<file path="src/core/bccp_pkg.sv">
// constants and carrier types of the bar code and cut command parser
package bccp_pkg;
  // command bytes
  localparam logic [7:0] GS = 8'h1d;
  localparam logic [7:0] CMD_POS = 8'h48;
  localparam logic [7:0] CMD_MARGIN = 8'h4c;
  localparam logic [7:0] CMD_LINE = 8'h54;
  localparam logic [7:0] CMD_CUT = 8'h56;
  localparam logic [7:0] CMD_FONT = 8'h66;
  localparam logic [7:0] CMD_HEIGHT = 8'h68;
  localparam logic [7:0] CMD_CODE = 8'h6b;
  // parameter values
  localparam logic [7:0] POS_NONE = 8'h00;
  localparam logic [7:0] POS_BELOW = 8'h02;
  localparam logic [7:0] CUT_NOW = 8'h01;
  localparam logic [7:0] CUT_FEED = 8'h42;
  localparam logic [7:0] SYM_EAN13 = 8'h43;
  localparam logic [7:0] SYM_CODE39 = 8'h45;
  localparam logic [7:0] SYM_ITF = 8'h46;
  localparam logic [7:0] SYM_C128 = 8'h49;
  localparam logic [7:0] EAN_LEN_MIN = 8'h0c;
  localparam logic [7:0] EAN_LEN_MAX = 8'h0d;
  localparam logic [7:0] C128_LEN_MIN = 8'h02;
  localparam logic [7:0] LEN_MIN = 8'h01;
  // code 128 escape pairs
  localparam logic [7:0] ESC = 8'h7b;
  localparam logic [7:0] ESC_SHIFT = 8'h53;
  localparam logic [7:0] ESC_SET_A = 8'h41;
  localparam logic [7:0] ESC_SET_B = 8'h42;
  localparam logic [7:0] ESC_SET_C = 8'h43;
  localparam logic [7:0] ESC_FUNCTION_CODE_ONE = 8'h31;
  localparam logic [7:0] ESC_FNC4 = 8'h34;
  localparam logic [7:0] SET_A_MAX = 8'h5f;
  localparam logic [7:0] SET_B_MIN = 8'h20;
  localparam logic [7:0] SET_C_MAX = 8'h63;
  localparam logic [7:0] CTRL_TOP = 8'h1f;
  localparam logic [7:0] DEL_CHAR = 8'h7f;
  localparam logic [7:0] SPACE = 8'h20;
  // reset values
  localparam logic [7:0] RST_POS = POS_BELOW;
  localparam logic RST_FONT = 1'b1;
  localparam logic [7:0] RST_HEIGHT = 8'ha2;
  localparam logic [15:0] RST_MARGIN = 16'h0000;
  // cutter offset in eighths of a millimetre
  localparam int CUTTER_MM = 16;
  localparam int EIGHTHS_PER_MM = 8;
  localparam logic [9:0] CUTTER_EIGHTHS = 10'(CUTTER_MM * EIGHTHS_PER_MM);
  // speed levels and their maxima in mm/s
  localparam logic [1:0] SPEED_FASTEST = 2'h0;
  localparam logic [7:0] MAX_SPEED1 = 8'd150;
  localparam logic [7:0] MAX_SPEED1_SPLIT = 8'd100;
  localparam logic [7:0] MAX_SPEED2 = 8'd100;
  localparam logic [7:0] MAX_SPEED3 = 8'd80;
  localparam logic [7:0] MAX_SPEED4 = 8'd50;
  // register byte offsets and fields
  localparam logic [7:0] REG_CTRL = 8'h00;
  localparam logic [7:0] REG_MARK = 8'h04;
  localparam logic [7:0] REG_STAT = 8'h08;
  localparam logic [7:0] REG_CFG = 8'h0c;
  localparam logic [7:0] REG_MARGIN = 8'h10;
  localparam int CTRL_TWO_PART = 2;
  localparam int CTRL_MARK_EN = 3;

  typedef enum logic [3:0] {
    ST_IDLE, ST_GS, ST_PARAM, ST_MLO, ST_MHI, ST_CUTN,
    ST_CODE_M, ST_CODE_N, ST_DATA, ST_ESC
  } bccp_state_t;
  typedef enum logic [2:0] {
    K_DATA, K_SHIFT, K_SET_A, K_SET_B, K_SET_C, K_FUNC
  } bccp_kind_t;
  typedef enum logic [1:0] {SET_A, SET_B, SET_C} bccp_set_t;

  typedef struct packed {
    logic valid;
    logic gs;
    logic [7:0] data;
  } bccp_pass_t;
  typedef struct packed {
    logic valid;
    logic print;
  } bccp_line_t;
  typedef struct packed {
    logic valid;
    logic to_mark;
    logic [9:0] feed;
    logic [15:0] adjust;
    logic feed_back;
  } bccp_cut_t;
  typedef struct packed {
    logic valid;
    logic [7:0] symb;
    logic [7:0] count;
  } bccp_start_t;
  typedef struct packed {
    logic valid;
    bccp_kind_t kind;
    logic [7:0] value;
    logic text_valid;
    logic [7:0] text;
  } bccp_sym_t;
  typedef struct packed {
    logic valid;
    logic abort;
    logic feed_only;
    logic line_return;
  } bccp_end_t;
  typedef struct packed {
    bccp_state_t st;
    logic [7:0] cmd;
    logic [7:0] m;
    logic [7:0] cnt;
    logic odd;
    logic bad;
    logic first;
    bccp_set_t set;
    logic shift;
    logic [7:0] mlo;
    logic [1:0] speed;
    logic two_req;
    logic mark_en;
    logic [15:0] mark_adj;
    logic two_eff;
    logic [7:0] speed_max;
    logic [7:0] pos;
    logic font;
    logic [7:0] height;
    logic [15:0] margin;
    logic [31:0] prdata;
    bccp_pass_t pass;
    bccp_line_t line;
    bccp_cut_t cut;
    bccp_start_t start;
    bccp_sym_t sym;
    bccp_end_t fin;
  } bccp_regs_t;

  localparam bccp_regs_t BCCP_RST = '{
    st: ST_IDLE, set: SET_A, pos: RST_POS, font: RST_FONT,
    height: RST_HEIGHT, margin: RST_MARGIN, speed_max: MAX_SPEED1,
    sym: '{kind: K_DATA, default: '0}, default: '0};
endpackage

</file>
<file path="src/core/bccp_parser.sv">
// bar code, cut and layout command parser with apb control registers
// Notes on behaviour
// - fastest speed forces single-part energizing
// - two-part energizing caps fastest speed lower; the code never splits at fastest speed, so it keeps MAX_SPEED1
// - text position: none or below, reset below
// - margin is sixteen-bit count of eighths
// - margin changes only at line start
// - line start: discard or print buffer
// - cut mode one cuts immediately, only at line start
// - feed cutter offset plus n, then cut
// - cut only at line start, feed back
// - mark cut: mark plus adjust, then start
// - text font large or small, reset small
// - bar code height one to 255
// - symbology select then n data bytes
// - bad length abandons, rest ordinary data
// - bad data character: feed paper only
// - too wide code: feed paper only
// - bar code only with empty buffer
// - after code return to line start
// - odd itf count drops last byte
// - code 128 escape pairs, leading selector
// - bad escape or character aborts command
// - no text for sets, space for controls
//
// Register access over APB and the address map are this design's own decisions.
module bccp_parser
  import bccp_pkg::*;
#(
  parameter int ADDR_W = 8
) (
  // clock and reset
  input wire logic clk,
  input wire logic rst_n,
  // apb slave
  input wire logic psel,
  input wire logic penable,
  input wire logic pwrite,
  input wire logic [ADDR_W-1:0] paddr,
  input wire logic [31:0] pwdata,
  output logic [31:0] prdata,
  output logic pready,
  output logic pslverr,
  // host byte stream
  input wire logic in_valid,
  input wire logic [7:0] in_data,
  output logic in_ready,
  // print engine status
  input wire logic at_line_start,
  input wire logic buf_empty,
  input wire logic code_too_wide,
  input wire logic mech_busy,
  // actions towards the print engine
  output bccp_pass_t pass,
  output bccp_line_t line_cmd,
  output bccp_cut_t cut,
  output bccp_start_t code_start,
  output bccp_sym_t sym,
  output bccp_end_t code_end,
  // current settings
  output logic [7:0] text_pos,
  output logic text_font,
  output logic [7:0] code_height,
  output logic [15:0] margin,
  output logic two_part_eff,
  output logic [7:0] speed_max
);
  timeunit 1ns;
  timeprecision 1ns;

  if (ADDR_W < 8) begin : g_chk
    $error("ADDR_W must be at least 8");
  end

  bccp_regs_t r;
  bccp_regs_t next_r;

  function automatic logic digit_ok(input logic [7:0] d);
    return d >= 8'h30 && d <= 8'h39;
  endfunction

  function automatic logic c39_ok(input logic [7:0] d);
    return digit_ok(d) || (d >= 8'h41 && d <= 8'h5a) ||
      d == 8'h20 || d == 8'h24 || d == 8'h25 || d == 8'h2b ||
      (d >= 8'h2d && d <= 8'h2f);
  endfunction

  function automatic logic c128_ok(input bccp_set_t s, input logic [7:0] d);
    logic ok;
    ok = 1'b0;
    unique case (s)
      SET_A: ok = d <= SET_A_MAX;
      SET_B: ok = d >= SET_B_MIN && d <= DEL_CHAR;
      SET_C: ok = d <= SET_C_MAX;
      default: ok = 1'b0;
    endcase
    return ok;
  endfunction

  function automatic bccp_sym_t emit(input bccp_kind_t k,
      input logic [7:0] v, input logic tv, input logic [7:0] tx);
    bccp_sym_t s;
    s.valid = 1'b1;
    s.kind = k;
    s.value = v;
    s.text_valid = tv;
    s.text = tx;
    return s;
  endfunction

  logic acc;
  logic hit;
  assign acc = psel && penable;
  assign pready = 1'b1;
  assign in_ready = !mech_busy;

  always_comb begin
    logic take;
    logic [7:0] d;
    logic last;
    logic abort;
    logic done;
    logic show;
    logic len_ok;
    bccp_set_t es;
    take = in_valid && in_ready;
    d = in_data;
    last = r.cnt == 8'h01;
    abort = 1'b0;
    done = 1'b0;
    show = r.pos == POS_BELOW;
    len_ok = 1'b0;
    es = r.set;
    hit = 1'b1;
    next_r = r;
    next_r.pass.valid = 1'b0;
    next_r.line.valid = 1'b0;
    next_r.cut.valid = 1'b0;
    next_r.start.valid = 1'b0;
    next_r.sym.valid = 1'b0;
    next_r.fin.valid = 1'b0;

    // register decode, read data caught in the setup cycle
    unique case (paddr[7:0])
      REG_CTRL: next_r.prdata = {28'h0, r.mark_en, r.two_req, r.speed};
      REG_MARK: next_r.prdata = {16'h0, r.mark_adj};
      REG_STAT: next_r.prdata = {16'h0, r.speed_max, 7'h0, r.two_eff};
      REG_CFG: next_r.prdata = {8'h0, r.height, 7'h0, r.font, r.pos};
      REG_MARGIN: next_r.prdata = {16'h0, r.margin};
      default: begin
        next_r.prdata = 32'h0;
        hit = 1'b0;
      end
    endcase
    if (paddr[ADDR_W-1:0] != ADDR_W'(paddr[7:0]) ||
        paddr[1:0] != 2'b00) begin
      hit = 1'b0;
      next_r.prdata = 32'h0;
    end
    if (psel && penable) begin
      next_r.prdata = r.prdata;
    end
    if (acc && pwrite && hit) begin
      if (paddr[7:0] == REG_CTRL) begin
        next_r.speed = pwdata[1:0];
        next_r.two_req = pwdata[CTRL_TWO_PART];
        next_r.mark_en = pwdata[CTRL_MARK_EN];
      end else if (paddr[7:0] == REG_MARK) begin
        next_r.mark_adj = pwdata[15:0];
      end
    end

    // speed level and head energizing
    next_r.two_eff = next_r.two_req && next_r.speed != SPEED_FASTEST;
    unique case (next_r.speed)
      2'h0: next_r.speed_max = next_r.two_eff ?
        MAX_SPEED1_SPLIT : MAX_SPEED1;
      2'h1: next_r.speed_max = MAX_SPEED2;
      2'h2: next_r.speed_max = MAX_SPEED3;
      default: next_r.speed_max = MAX_SPEED4;
    endcase

    // command byte stream
    if (take) begin
      unique case (r.st)
        ST_IDLE: begin
          if (d == GS) begin
            next_r.st = ST_GS;
          end else begin
            next_r.pass = '{valid: 1'b1, gs: 1'b0, data: d};
          end
        end
        ST_GS: begin
          next_r.cmd = d;
          next_r.st = ST_PARAM;
          if (d == CMD_MARGIN) begin
            next_r.st = ST_MLO;
          end else if (d == CMD_CODE) begin
            next_r.st = ST_CODE_M;
          end else if (d != CMD_POS && d != CMD_LINE && d != CMD_CUT &&
              d != CMD_FONT && d != CMD_HEIGHT) begin
            next_r.st = ST_IDLE;
            next_r.pass = '{valid: 1'b1, gs: 1'b1, data: d};
          end
        end
        ST_PARAM: begin
          next_r.st = ST_IDLE;
          if (r.cmd == CMD_POS && (d == POS_NONE || d == POS_BELOW)) begin
            next_r.pos = d;
          end else if (r.cmd == CMD_FONT && d <= 8'h01) begin
            next_r.font = d[0];
          end else if (r.cmd == CMD_HEIGHT && d != 8'h00) begin
            next_r.height = d;
          end else if (r.cmd == CMD_LINE && d <= 8'h01) begin
            next_r.line = '{valid: 1'b1, print: d[0]};
          end else if (r.cmd == CMD_CUT && d == CUT_NOW) begin
            next_r.cut = '{valid: at_line_start, to_mark: 1'b0,
              feed: 10'h0, adjust: 16'h0, feed_back: 1'b1};
          end else if (r.cmd == CMD_CUT && d == CUT_FEED) begin
            next_r.st = ST_CUTN;
          end
        end
        ST_MLO: begin
          next_r.mlo = d;
          next_r.st = ST_MHI;
        end
        ST_MHI: begin
          next_r.st = ST_IDLE;
          if (at_line_start) begin
            next_r.margin = {d, r.mlo};
          end
        end
        ST_CUTN: begin
          next_r.st = ST_IDLE;
          next_r.cut.valid = at_line_start;
          next_r.cut.feed_back = 1'b1;
          next_r.cut.to_mark = r.mark_en;
          if (r.mark_en) begin
            next_r.cut.feed = 10'h0;
            next_r.cut.adjust = r.mark_adj;
          end else begin
            next_r.cut.feed = CUTTER_EIGHTHS + {2'b00, d};
            next_r.cut.adjust = 16'h0;
          end
        end
        ST_CODE_M: begin
          next_r.m = d;
          next_r.st = ST_IDLE;
          if (buf_empty && (d == SYM_EAN13 || d == SYM_CODE39 ||
              d == SYM_ITF || d == SYM_C128)) begin
            next_r.st = ST_CODE_N;
          end
        end
        ST_CODE_N: begin
          next_r.cnt = d;
          next_r.odd = d[0];
          next_r.bad = 1'b0;
          next_r.first = 1'b1;
          next_r.shift = 1'b0;
          next_r.set = SET_A;
          if (r.m == SYM_EAN13) begin
            len_ok = d >= EAN_LEN_MIN && d <= EAN_LEN_MAX;
          end else if (r.m == SYM_C128) begin
            len_ok = d >= C128_LEN_MIN;
          end else begin
            len_ok = d >= LEN_MIN;
          end
          next_r.st = len_ok ? ST_DATA : ST_IDLE;
          next_r.start = '{valid: len_ok, symb: r.m, count: d};
        end
        ST_DATA: begin
          next_r.cnt = r.cnt - 8'h01;
          done = last;
          if (r.m == SYM_C128) begin
            es = r.set;
            if (r.shift) begin
              es = r.set == SET_A ? SET_B : SET_A;
            end
            if (r.first && d != ESC) begin
              abort = 1'b1;
            end else if (d == ESC) begin
              next_r.st = ST_ESC;
              abort = last;
              done = 1'b0;
            end else if (!c128_ok(es, d)) begin
              abort = 1'b1;
            end else begin
              next_r.shift = 1'b0;
              next_r.sym = emit(K_DATA, d, show, (es != SET_C &&
                (d <= CTRL_TOP || d == DEL_CHAR)) ? SPACE : d);
            end
          end else begin
            if ((r.m == SYM_CODE39) ? !c39_ok(d) : !digit_ok(d)) begin
              next_r.bad = 1'b1;
            end
            if (!(r.m == SYM_ITF && last && r.odd)) begin
              next_r.sym = emit(K_DATA, d, show, d);
            end
          end
        end
        ST_ESC: begin
          next_r.cnt = r.cnt - 8'h01;
          next_r.st = ST_DATA;
          next_r.first = 1'b0;
          done = last;
          if (d == ESC_SET_A || d == ESC_SET_B || d == ESC_SET_C) begin
            next_r.shift = 1'b0;
            unique case (d)
              ESC_SET_A: begin
                next_r.set = SET_A;
                next_r.sym = emit(K_SET_A, d, 1'b0, SPACE);
              end
              ESC_SET_B: begin
                next_r.set = SET_B;
                next_r.sym = emit(K_SET_B, d, 1'b0, SPACE);
              end
              default: begin
                next_r.set = SET_C;
                next_r.sym = emit(K_SET_C, d, 1'b0, SPACE);
              end
            endcase
          end else if (r.first) begin
            abort = 1'b1;
          end else if (d == ESC_SHIFT && r.set != SET_C) begin
            next_r.shift = 1'b1;
            next_r.sym = emit(K_SHIFT, d, 1'b0, SPACE);
          end else if (d >= ESC_FUNCTION_CODE_ONE && d <= ESC_FNC4) begin
            next_r.sym = emit(K_FUNC, d - 8'h30, show, SPACE);
          end else if (d == ESC && r.set == SET_B && !r.shift) begin
            next_r.sym = emit(K_DATA, ESC, show, ESC);
          end else begin
            abort = 1'b1;
          end
        end
        default: next_r.st = ST_IDLE;
      endcase
      if (abort) begin
        next_r.st = ST_IDLE;
        next_r.sym.valid = 1'b0;
        next_r.fin = '{valid: 1'b1, abort: 1'b1, feed_only: 1'b0,
          line_return: 1'b0};
      end else if (done) begin
        next_r.st = ST_IDLE;
        next_r.fin = '{valid: 1'b1, abort: 1'b0,
          feed_only: next_r.bad || code_too_wide,
          line_return: 1'b1};
      end
    end
  end

  always_ff @(posedge clk or negedge rst_n) begin
    if (!rst_n) begin
      r <= BCCP_RST;
    end else begin
      r <= next_r;
    end
  end

  assign prdata = r.prdata;
  assign pslverr = acc && !hit;
  assign pass = r.pass;
  assign line_cmd = r.line;
  assign cut = r.cut;
  assign code_start = r.start;
  assign sym = r.sym;
  assign code_end = r.fin;
  assign text_pos = r.pos;
  assign text_font = r.font;
  assign code_height = r.height;
  assign margin = r.margin;
  assign two_part_eff = r.two_eff;
  assign speed_max = r.speed_max;
endmodule

</file>
<file path="config.mk">
export PLATFORM = sky130hd
export DESIGN_NAME = bccp_parser
export DESIGN_NICKNAME = d
export VERILOG_FILES = /design/src/core/bccp_pkg.sv /design/src/core/bccp_parser.sv
export SDC_FILE = /design/constraint.sdc
export NUM_CORES = 1
export LEC_CHECK = 0
export ABC_CLOCK_PERIOD_IN_PS = 4200
export BUFFER_PORTS_ARGS = -buffer_cell sky130_fd_sc_hd__buf_2
export CORE_MARGIN = 2
export CORE_UTILIZATION = 50
export CTS_BUF_LIST = sky130_fd_sc_hd__clkbuf_16
export DETAILED_ROUTE_END_ITERATION = 6
export PLACE_DENSITY = 0.74
export SETUP_SLACK_MARGIN = 0.05
export SKIP_LAST_GASP = 1
export SYNTH_ARGS = -nofsm -noshare
export SYNTH_HDL_FRONTEND = slang
export SYNTH_SLANG_ARGS = --single-unit
</file>
<file path="constraint.sdc">
create_clock -name clk -period 4.2 [get_ports clk]
set_input_delay 0.42 -clock clk [delete_from_list [all_inputs] [get_ports clk]]
set_output_delay 0.42 -clock clk [all_outputs]
set_load 0.02 [all_outputs]
</file>
==> results of run 1 <==
-- metrics by stage --
step | util | hold slack [ns]
after global placement | 0.511 | 0.445
after detailed placement | 0.511 | 0.465
after CTS | 0.548 | 0.122
after global routing | 0.548 | 0.133
after floorplan | - | 0.124
final | 0.548 | 0.0630
-- worst max-delay path by stage --
| stage | endpoint | slack [ns] | depth (start not counted) |
|---|---|---|---|
| 3_3_place_gp | sym[10] | 0.84 | 11 |
| 6_report | sym[10] | 1.32 | 11 |
| 4_1_cts | sym[10] | 1.38 | 11 |
| 5_1_grt | sym[8] | 1.19 | 10 |
| 3_5_place_dp | sym[10] | 0.86 | 11 |
| 2_1_floorplan | sym[15] | 1.24 | 11 |
-- cells by family (layout without fill, tap and decap cells) --
kind of cell / after synthesis / after routing / synth area share
other cells: 2 / 12 / 0.000702
simple gates: 260 / 260 / 0.122
mux: 96 / 96 / 0.101
buf+inv: 246 / 280 / 0.144
xor+xnor: 1 / 1 / 0.000818
compound gates: 213 / 213 / 0.134
flops: 206 / 206 / 0.483
fa+ha+maj: 13 / 13 / 0.0152
-- cells in the final DEF (no fill, tap or decap), drive strengths merged, types with 9 or more instances in the layout --
cell type | netlist | routed
a21oi | 40 | 40
a222oi | 9 | 9
a22o | 26 | 26
a31oi | 12 | 12
buf | 168 | 201
clkbuf | 42 | 24
conb | 2 | 12
dfrtp | 197 | 197
dfstp | 9 | 9
ha | 13 | 13
inv | 35 | 44
mux2 | 82 | 82
mux2i | 13 | 13
nand2 | 78 | 78
nand2b | 10 | 10
nand3 | 22 | 22
nor2 | 66 | 66
nor2b | 15 | 15
nor3 | 9 | 9
o21ai | 64 | 64
-- power breakdown --
part	internal (mW)	leakage [nW]	total (mW)	switching, mW
Clock	1.24	0.405	2.05	0.811
Combinational	0.111	2.70	0.357	0.246
Sequential	2.05	2.74	2.10	0.0495
Total	3.41	5.84	4.51	1.11
-- routing by layer --
layer | vias up | wire, um | share of wire | global-route usage
met2 | 314 | 12500 | 0.47 | 0.390
met1 | 3832 | 11600 | 0.44 | 0.328
met3 | 46 | 2020 | 0.076 | 0.0339
li1 | 3533 | - | - | -
met4 | 0 | 439 | 0.016 | 0.0623
met5 | - | 0 | 0 | 0
-- area by class of cell --
type	count	area [um2]
clock buffers	23	576
clock inverters	19	191
fillers	1889	9510
inverters	36	135
multi-input cells	595	4040
flip-flops and latches	206	5170
well taps	275	344
repair buffers	202	1060
-- flip-flops by register name, summed over array words and instances (netlist names) --
signal        cells
pass             10
code_height       8
code_start       17
speed_max         6
text_font         1
r                60
cut              28
prdata           24
margin           16
sym              21
text_pos          8
line_cmd          2
two_part_eff      1
code_end          4
-- worst max-delay path, delay by kind of cell --
kind | cells | cell delay [ns]
compound gates | 4 | 0.84
buf+inv | 3 | 0.73
simple gates | 2 | 0.54
mux | 1 | 0.37
fa+ha+maj | 1 | 0.36
==> impl_metrics.yaml, run 1 <==
drt:
  drt_wl_total_um: 26600
  num_vias: 7725
  drt.antenna.violating_nets: 0
  vias_per_cell: 5.70
  drt_pass1_iterations: 4
  drc: 0
  first_iter_violations: 543
  drt-wirelength-per-cell_um: 19.6
setup_path:
  cp_slowest_cell: "or3_4"
  required_ns: 4.60
  rr_worst_depth: 7
  path_cells: "buf_2 > inv_1 > ha_1 > nand3_1 > a311oi_1 > o211ai_1 > or3_4 > a21o_1 > a21oi_2 > buf_4 > mux2_2"
  critical_path.max_stage_delay_ns: 0.43
  regToRegStartpoint: "r[216]"
  path_class: "input pin to register"
  r2r_slack_ns: 1.40
  worstSetupStartpoint: "in_data[4]"
  worstPathArrival_ns: 3.28
  cp-end-kind: "register"
  startpoint_type: "input pin"
  worstPathMaxFanout: 21
  r2r_end: "sym[10]"
floorplan:
  num_rows: 53
  dieArea_mm2: 0.0226
  ios: 218
  core-area_mm2: 0.0210
  die_y_um: 150
  start_util: 0.509
  dieWidth_um: 150
final_layout:
  fin_cells: 1356
  synthToLayoutAreaGrowth_pct: 7.59
  finalInstanceArea_mm2: 0.0115
  antennaDiodeCount: 0
  nets: 1135
  layout-drive-gt1-share: 0.310
placement:
  io_buffers: 189
  post-place-ws_ns: 0.857
  dp_hpwl_um: 18200
  gp_congestion: 0.916
  placed_cell_area_mm2: 0.0107
  place_inst: 1314
pwr:
  cellPowerDensity_mw_per_mm2: 392
  p_leak_nw: 5.84
  finalPower_mw: 4.51
  ir_worst_vdd_mv: 0.216
synth:
  netlist.top_cell.by_area: "dfrtp_1"
  synthesis.area_mm2: 0.0107
  postSynthCellCount: 1037
  ys_seq_area_frac: 0.483
  avgSynthCellArea_um2: 10.3
  synth-edff-count: 0
  synth_common_cells: "dfrtp_1 (197), buf_4 (158), nand2_1 (78)"
  synth_flop_cell: "dfrtp_1"
  synth_seq_cells: 206
  synthTopCellsByArea: "dfrtp_1 (46%), buf_4 (11%), mux2_2 (8.1%), o21ai_0 (2.8%), nand2_1 (2.7%)"
  synthMostInstantiatedCell: "dfrtp_1"
  yosys_warnings: 0
  ys_async_sr_fraction: 1.00
  synth_top_cell_area_share: 0.461
  ys_types: 74
sta:
  fin_skew_ns: 0.0146
  relSlewSlack: 0.304
  fin_crit_ns: 2.88
  worst_pin_slew_ns: 1.04
  fmaxAchievable_ghz: 0.347
  setup_viol: 0
  worst_slack_ns: 1.32
  finalHoldViolations: 0
  slew_violations: 0
  rsz0062_at_grt: "false"
  setup_tns_ns: 0
  fin_crit_sh: 0.685
clock_network:
  cts_tree: "yes"
  cts_hold_buf: 0
  clock_sinks: 206
  clock-root-buffer: "clkbuf_16"
  numCtsBuffers: 23
  post_cts_resized: 0
  clk_pin_slew_worst_paths_ns: 0.06
  insertion_delay_ns: 0.52
  htree_levels: 1
  cts_setup_buffers: 0
  cts_max_path_buffers: 3
global_routing:
  grt_pass1_wl_um: 41900
  antenna_found_initial: 0
  grt_pass1_vias: 7541
  overflow: 0
  grt_max_degree: 130
  grt_use_total: 0.236
run_status:
  status: "complete, no violations"
min_path:
  min_path_type: "input pin to asynchronous set/reset pin"
job:
  cap_violations: 0
Note: power is estimated with default switching activity, not from simulation.
==> run 2: changes to the inputs <==
ABC_CLOCK_PERIOD_IN_PS = 3000   (was 4200)
clock period = 3 ns   (was 4.2 ns; I/O delays follow)
==> run 2 against run 1 <==
Compared with the run above:
- utilization is 1.4 points higher
- cell area is 2.6% higher
- flip-flop and latch count stayed put
- combinational power is 51% higher
- first-iteration DRC count is 3.5% lower
- sequential power is 40% higher
- clock skew is 0.0057 ns lower
- via count is 2.0% higher
- non-clock buffer count is 42 higher
- count of clock-buffer cells in the layout stayed put
- worst setup slack worse by 0.87 ns
- largest power group unchanged
- highest routed layer unchanged
==> impl_metrics.yaml, run 2 (synthesis results as in run 1) <==
setup_path:
  startpoint_type: "register"
  cp_slowest_cell: "dfrtp_1"
  path_cells: "or3b_1 > o2111ai_1 > a2bb2oi_1 > or3_4 > a21o_1 > a21oi_2 > buf_12 > buf_4 > mux2i_1"
  path_class: "register to register"
  required_ns: 3.42
  cp-end-kind: "register"
  worstPathMaxFanout: 16
  worstPathArrival_ns: 2.97
  critical_path.max_stage_delay_ns: 0.46
sta:
  rsz0062_at_grt: "false"
  setup_tns_ns: 0
  fmaxAchievable_ghz: 0.392
  relSlewSlack: 0.472
  fin_crit_ns: 2.55
  finalHoldViolations: 0
  worst_slack_ns: 0.447
  setup_viol: 0
  fin_skew_ns: 0.00887
  slew_violations: 0
  worst_pin_slew_ns: 0.792
  fin_crit_sh: 0.851
clock_network:
  cts_tree: "yes"
  cts_max_path_buffers: 3
  cts_hold_buf: 1
  cts_setup_buffers: 0
  insertion_delay_ns: 0.50
  post_cts_resized: 0
  clock_sinks: 206
  clock-root-buffer: "clkbuf_16"
  htree_levels: 1
  numCtsBuffers: 23
  clk_pin_slew_worst_paths_ns: 0.06
final_layout:
  fin_cells: 1397
  regMostFlops: "r"
  mostFrequentLayoutCell: "dfrtp_1"
  mostFrequentLayoutCells: "dfrtp_1 (197), buf_2 (188), nand2_1 (78)"
  layout-drive-gt1-share: 0.332
  synthToLayoutAreaGrowth_pct: 10.4
  largest_register_ffs: 60
  antennaDiodeCount: 0
  nets: 1177
floorplan:
  dieArea_mm2: 0.0226
  ios: 218
  start_util: 0.509
  num_rows: 53
  core-area_mm2: 0.0210
  die_y_um: 150
  dieWidth_um: 150
pwr:
  cellPowerDensity_mw_per_mm2: 526
  p_leak_nw: 6.02
  p_switching_mw: 1.52
  ir_worst_vdd_mv: 0.306
  seq_power_share: 0.472
  p_sw_frac: 0.244
  finalPower_mw: 6.22
  clock_power_share: 0.442
  pwr-share-comb: 0.087
  p_int_mw: 4.70
drt:
  num_vias: 7877
  drt-wirelength-per-cell_um: 19.5
  drt_wl_total_um: 27200
  vias_per_cell: 5.64
  drt.antenna.violating_nets: 0
  first_iter_violations: 524
  drt_pass1_iterations: 5
  drc: 0
global_routing:
  antenna_found_initial: 0
  grt_pass1_vias: 7762
  grt_use_total: 0.239
  overflow: 0
  grt_max_degree: 97
  grt_pass1_wl_um: 42300
min_path:
  min_path_type: "input pin to register"
placement:
  place_inst: 1355
  gp_congestion: 0.950
  post-place-ws_ns: 0.180
  io_buffers: 189
  dp_hpwl_um: 19400
job:
  cap_violations: 0
run_status:
  status: "complete, no violations"
## run 2: cell count changes in the layout (fill, tap and decap cells not counted)
cell | before | now
dlygate4sd3_1 | 0 | 1
buf_4 | 12 | 52
inv_6 | 2 | 1
buf_12 | 1 | 2
clkinv_1 | 3 | 8
bufinv_16 | 4 | 3
clkinv_2 | 4 | 0
clkinv_4 | 0 | 2
inv_1 | 42 | 40
## run 2: cell type report
| class | instances | area, um2 |
|---|---|---|
| inverters | 36 | 135 |
| clock buffers | 23 | 576 |
| multi-input cells | 595 | 4040 |
| repair buffers | 244 | 1400 |
| clock inverters | 18 | 161 |
| fillers | 1831 | 9210 |
| flip-flops and latches | 206 | 5170 |
| well taps | 275 | 344 |
## run 2: through the flow
step	hold slack (ns)	instance area, um2	util
2_1_floorplan	0.00441	10700	-
3_3_place_gp	0.443	11100	0.527
3_5_place_dp	0.444	11100	0.527
4_1_cts	0.0127	11800	0.562
5_1_grt	0.0256	11800	0.562
6_report	0.0251	11800	0.562
## run 2: power by group through the flow
stage / Combinational (mW) / Clock, mW / Sequential [mW]
after floorplan: 0.369 / 0 / 2.97
after global placement: 0.529 / 0 / 2.98
after detailed placement: 0.538 / 0 / 2.98
after CTS: 0.541 / 2.81 / 2.93
after global routing: 0.591 / 2.92 / 2.95
final: 0.539 / 2.75 / 2.93
## run 2: final timing paths
check                               to  slack [ns]  depth (start not counted)       from
max in group asynchronous  text_pos[1]        1.65                          3      rst_n
max reg2reg                    sym[14]        0.45                          9     r[187]
min reg2reg                     cut[0]        0.46                          1     cut[0]
min                             r[161]        0.03                          2  pwdata[4]
max                            sym[14]        0.45                          9     r[187]
min in group asynchronous       r[167]        0.43                          2      rst_n
## run 2: worst max-delay path: cells and delay by family, from the launching register on
kind,cells,cell delay [ns]
multiplexers,1,0.20
flip-flops,1,0.46
buffers and inverters,2,0.35
AO/OA/AOI/OAI,4,0.63
AND/OR/NAND/NOR,2,0.81
## run 2: metal layers
metal | up-vias | wire [um] | track usage | part of all wire
met5 | - | 0 | 0 | 0
met4 | 0 | 610 | 0.0693 | 0.022
met3 | 59 | 2080 | 0.0397 | 0.076
met2 | 337 | 12700 | 0.385 | 0.47
met1 | 3858 | 11800 | 0.333 | 0.43
li1 | 3623 | - | - | -
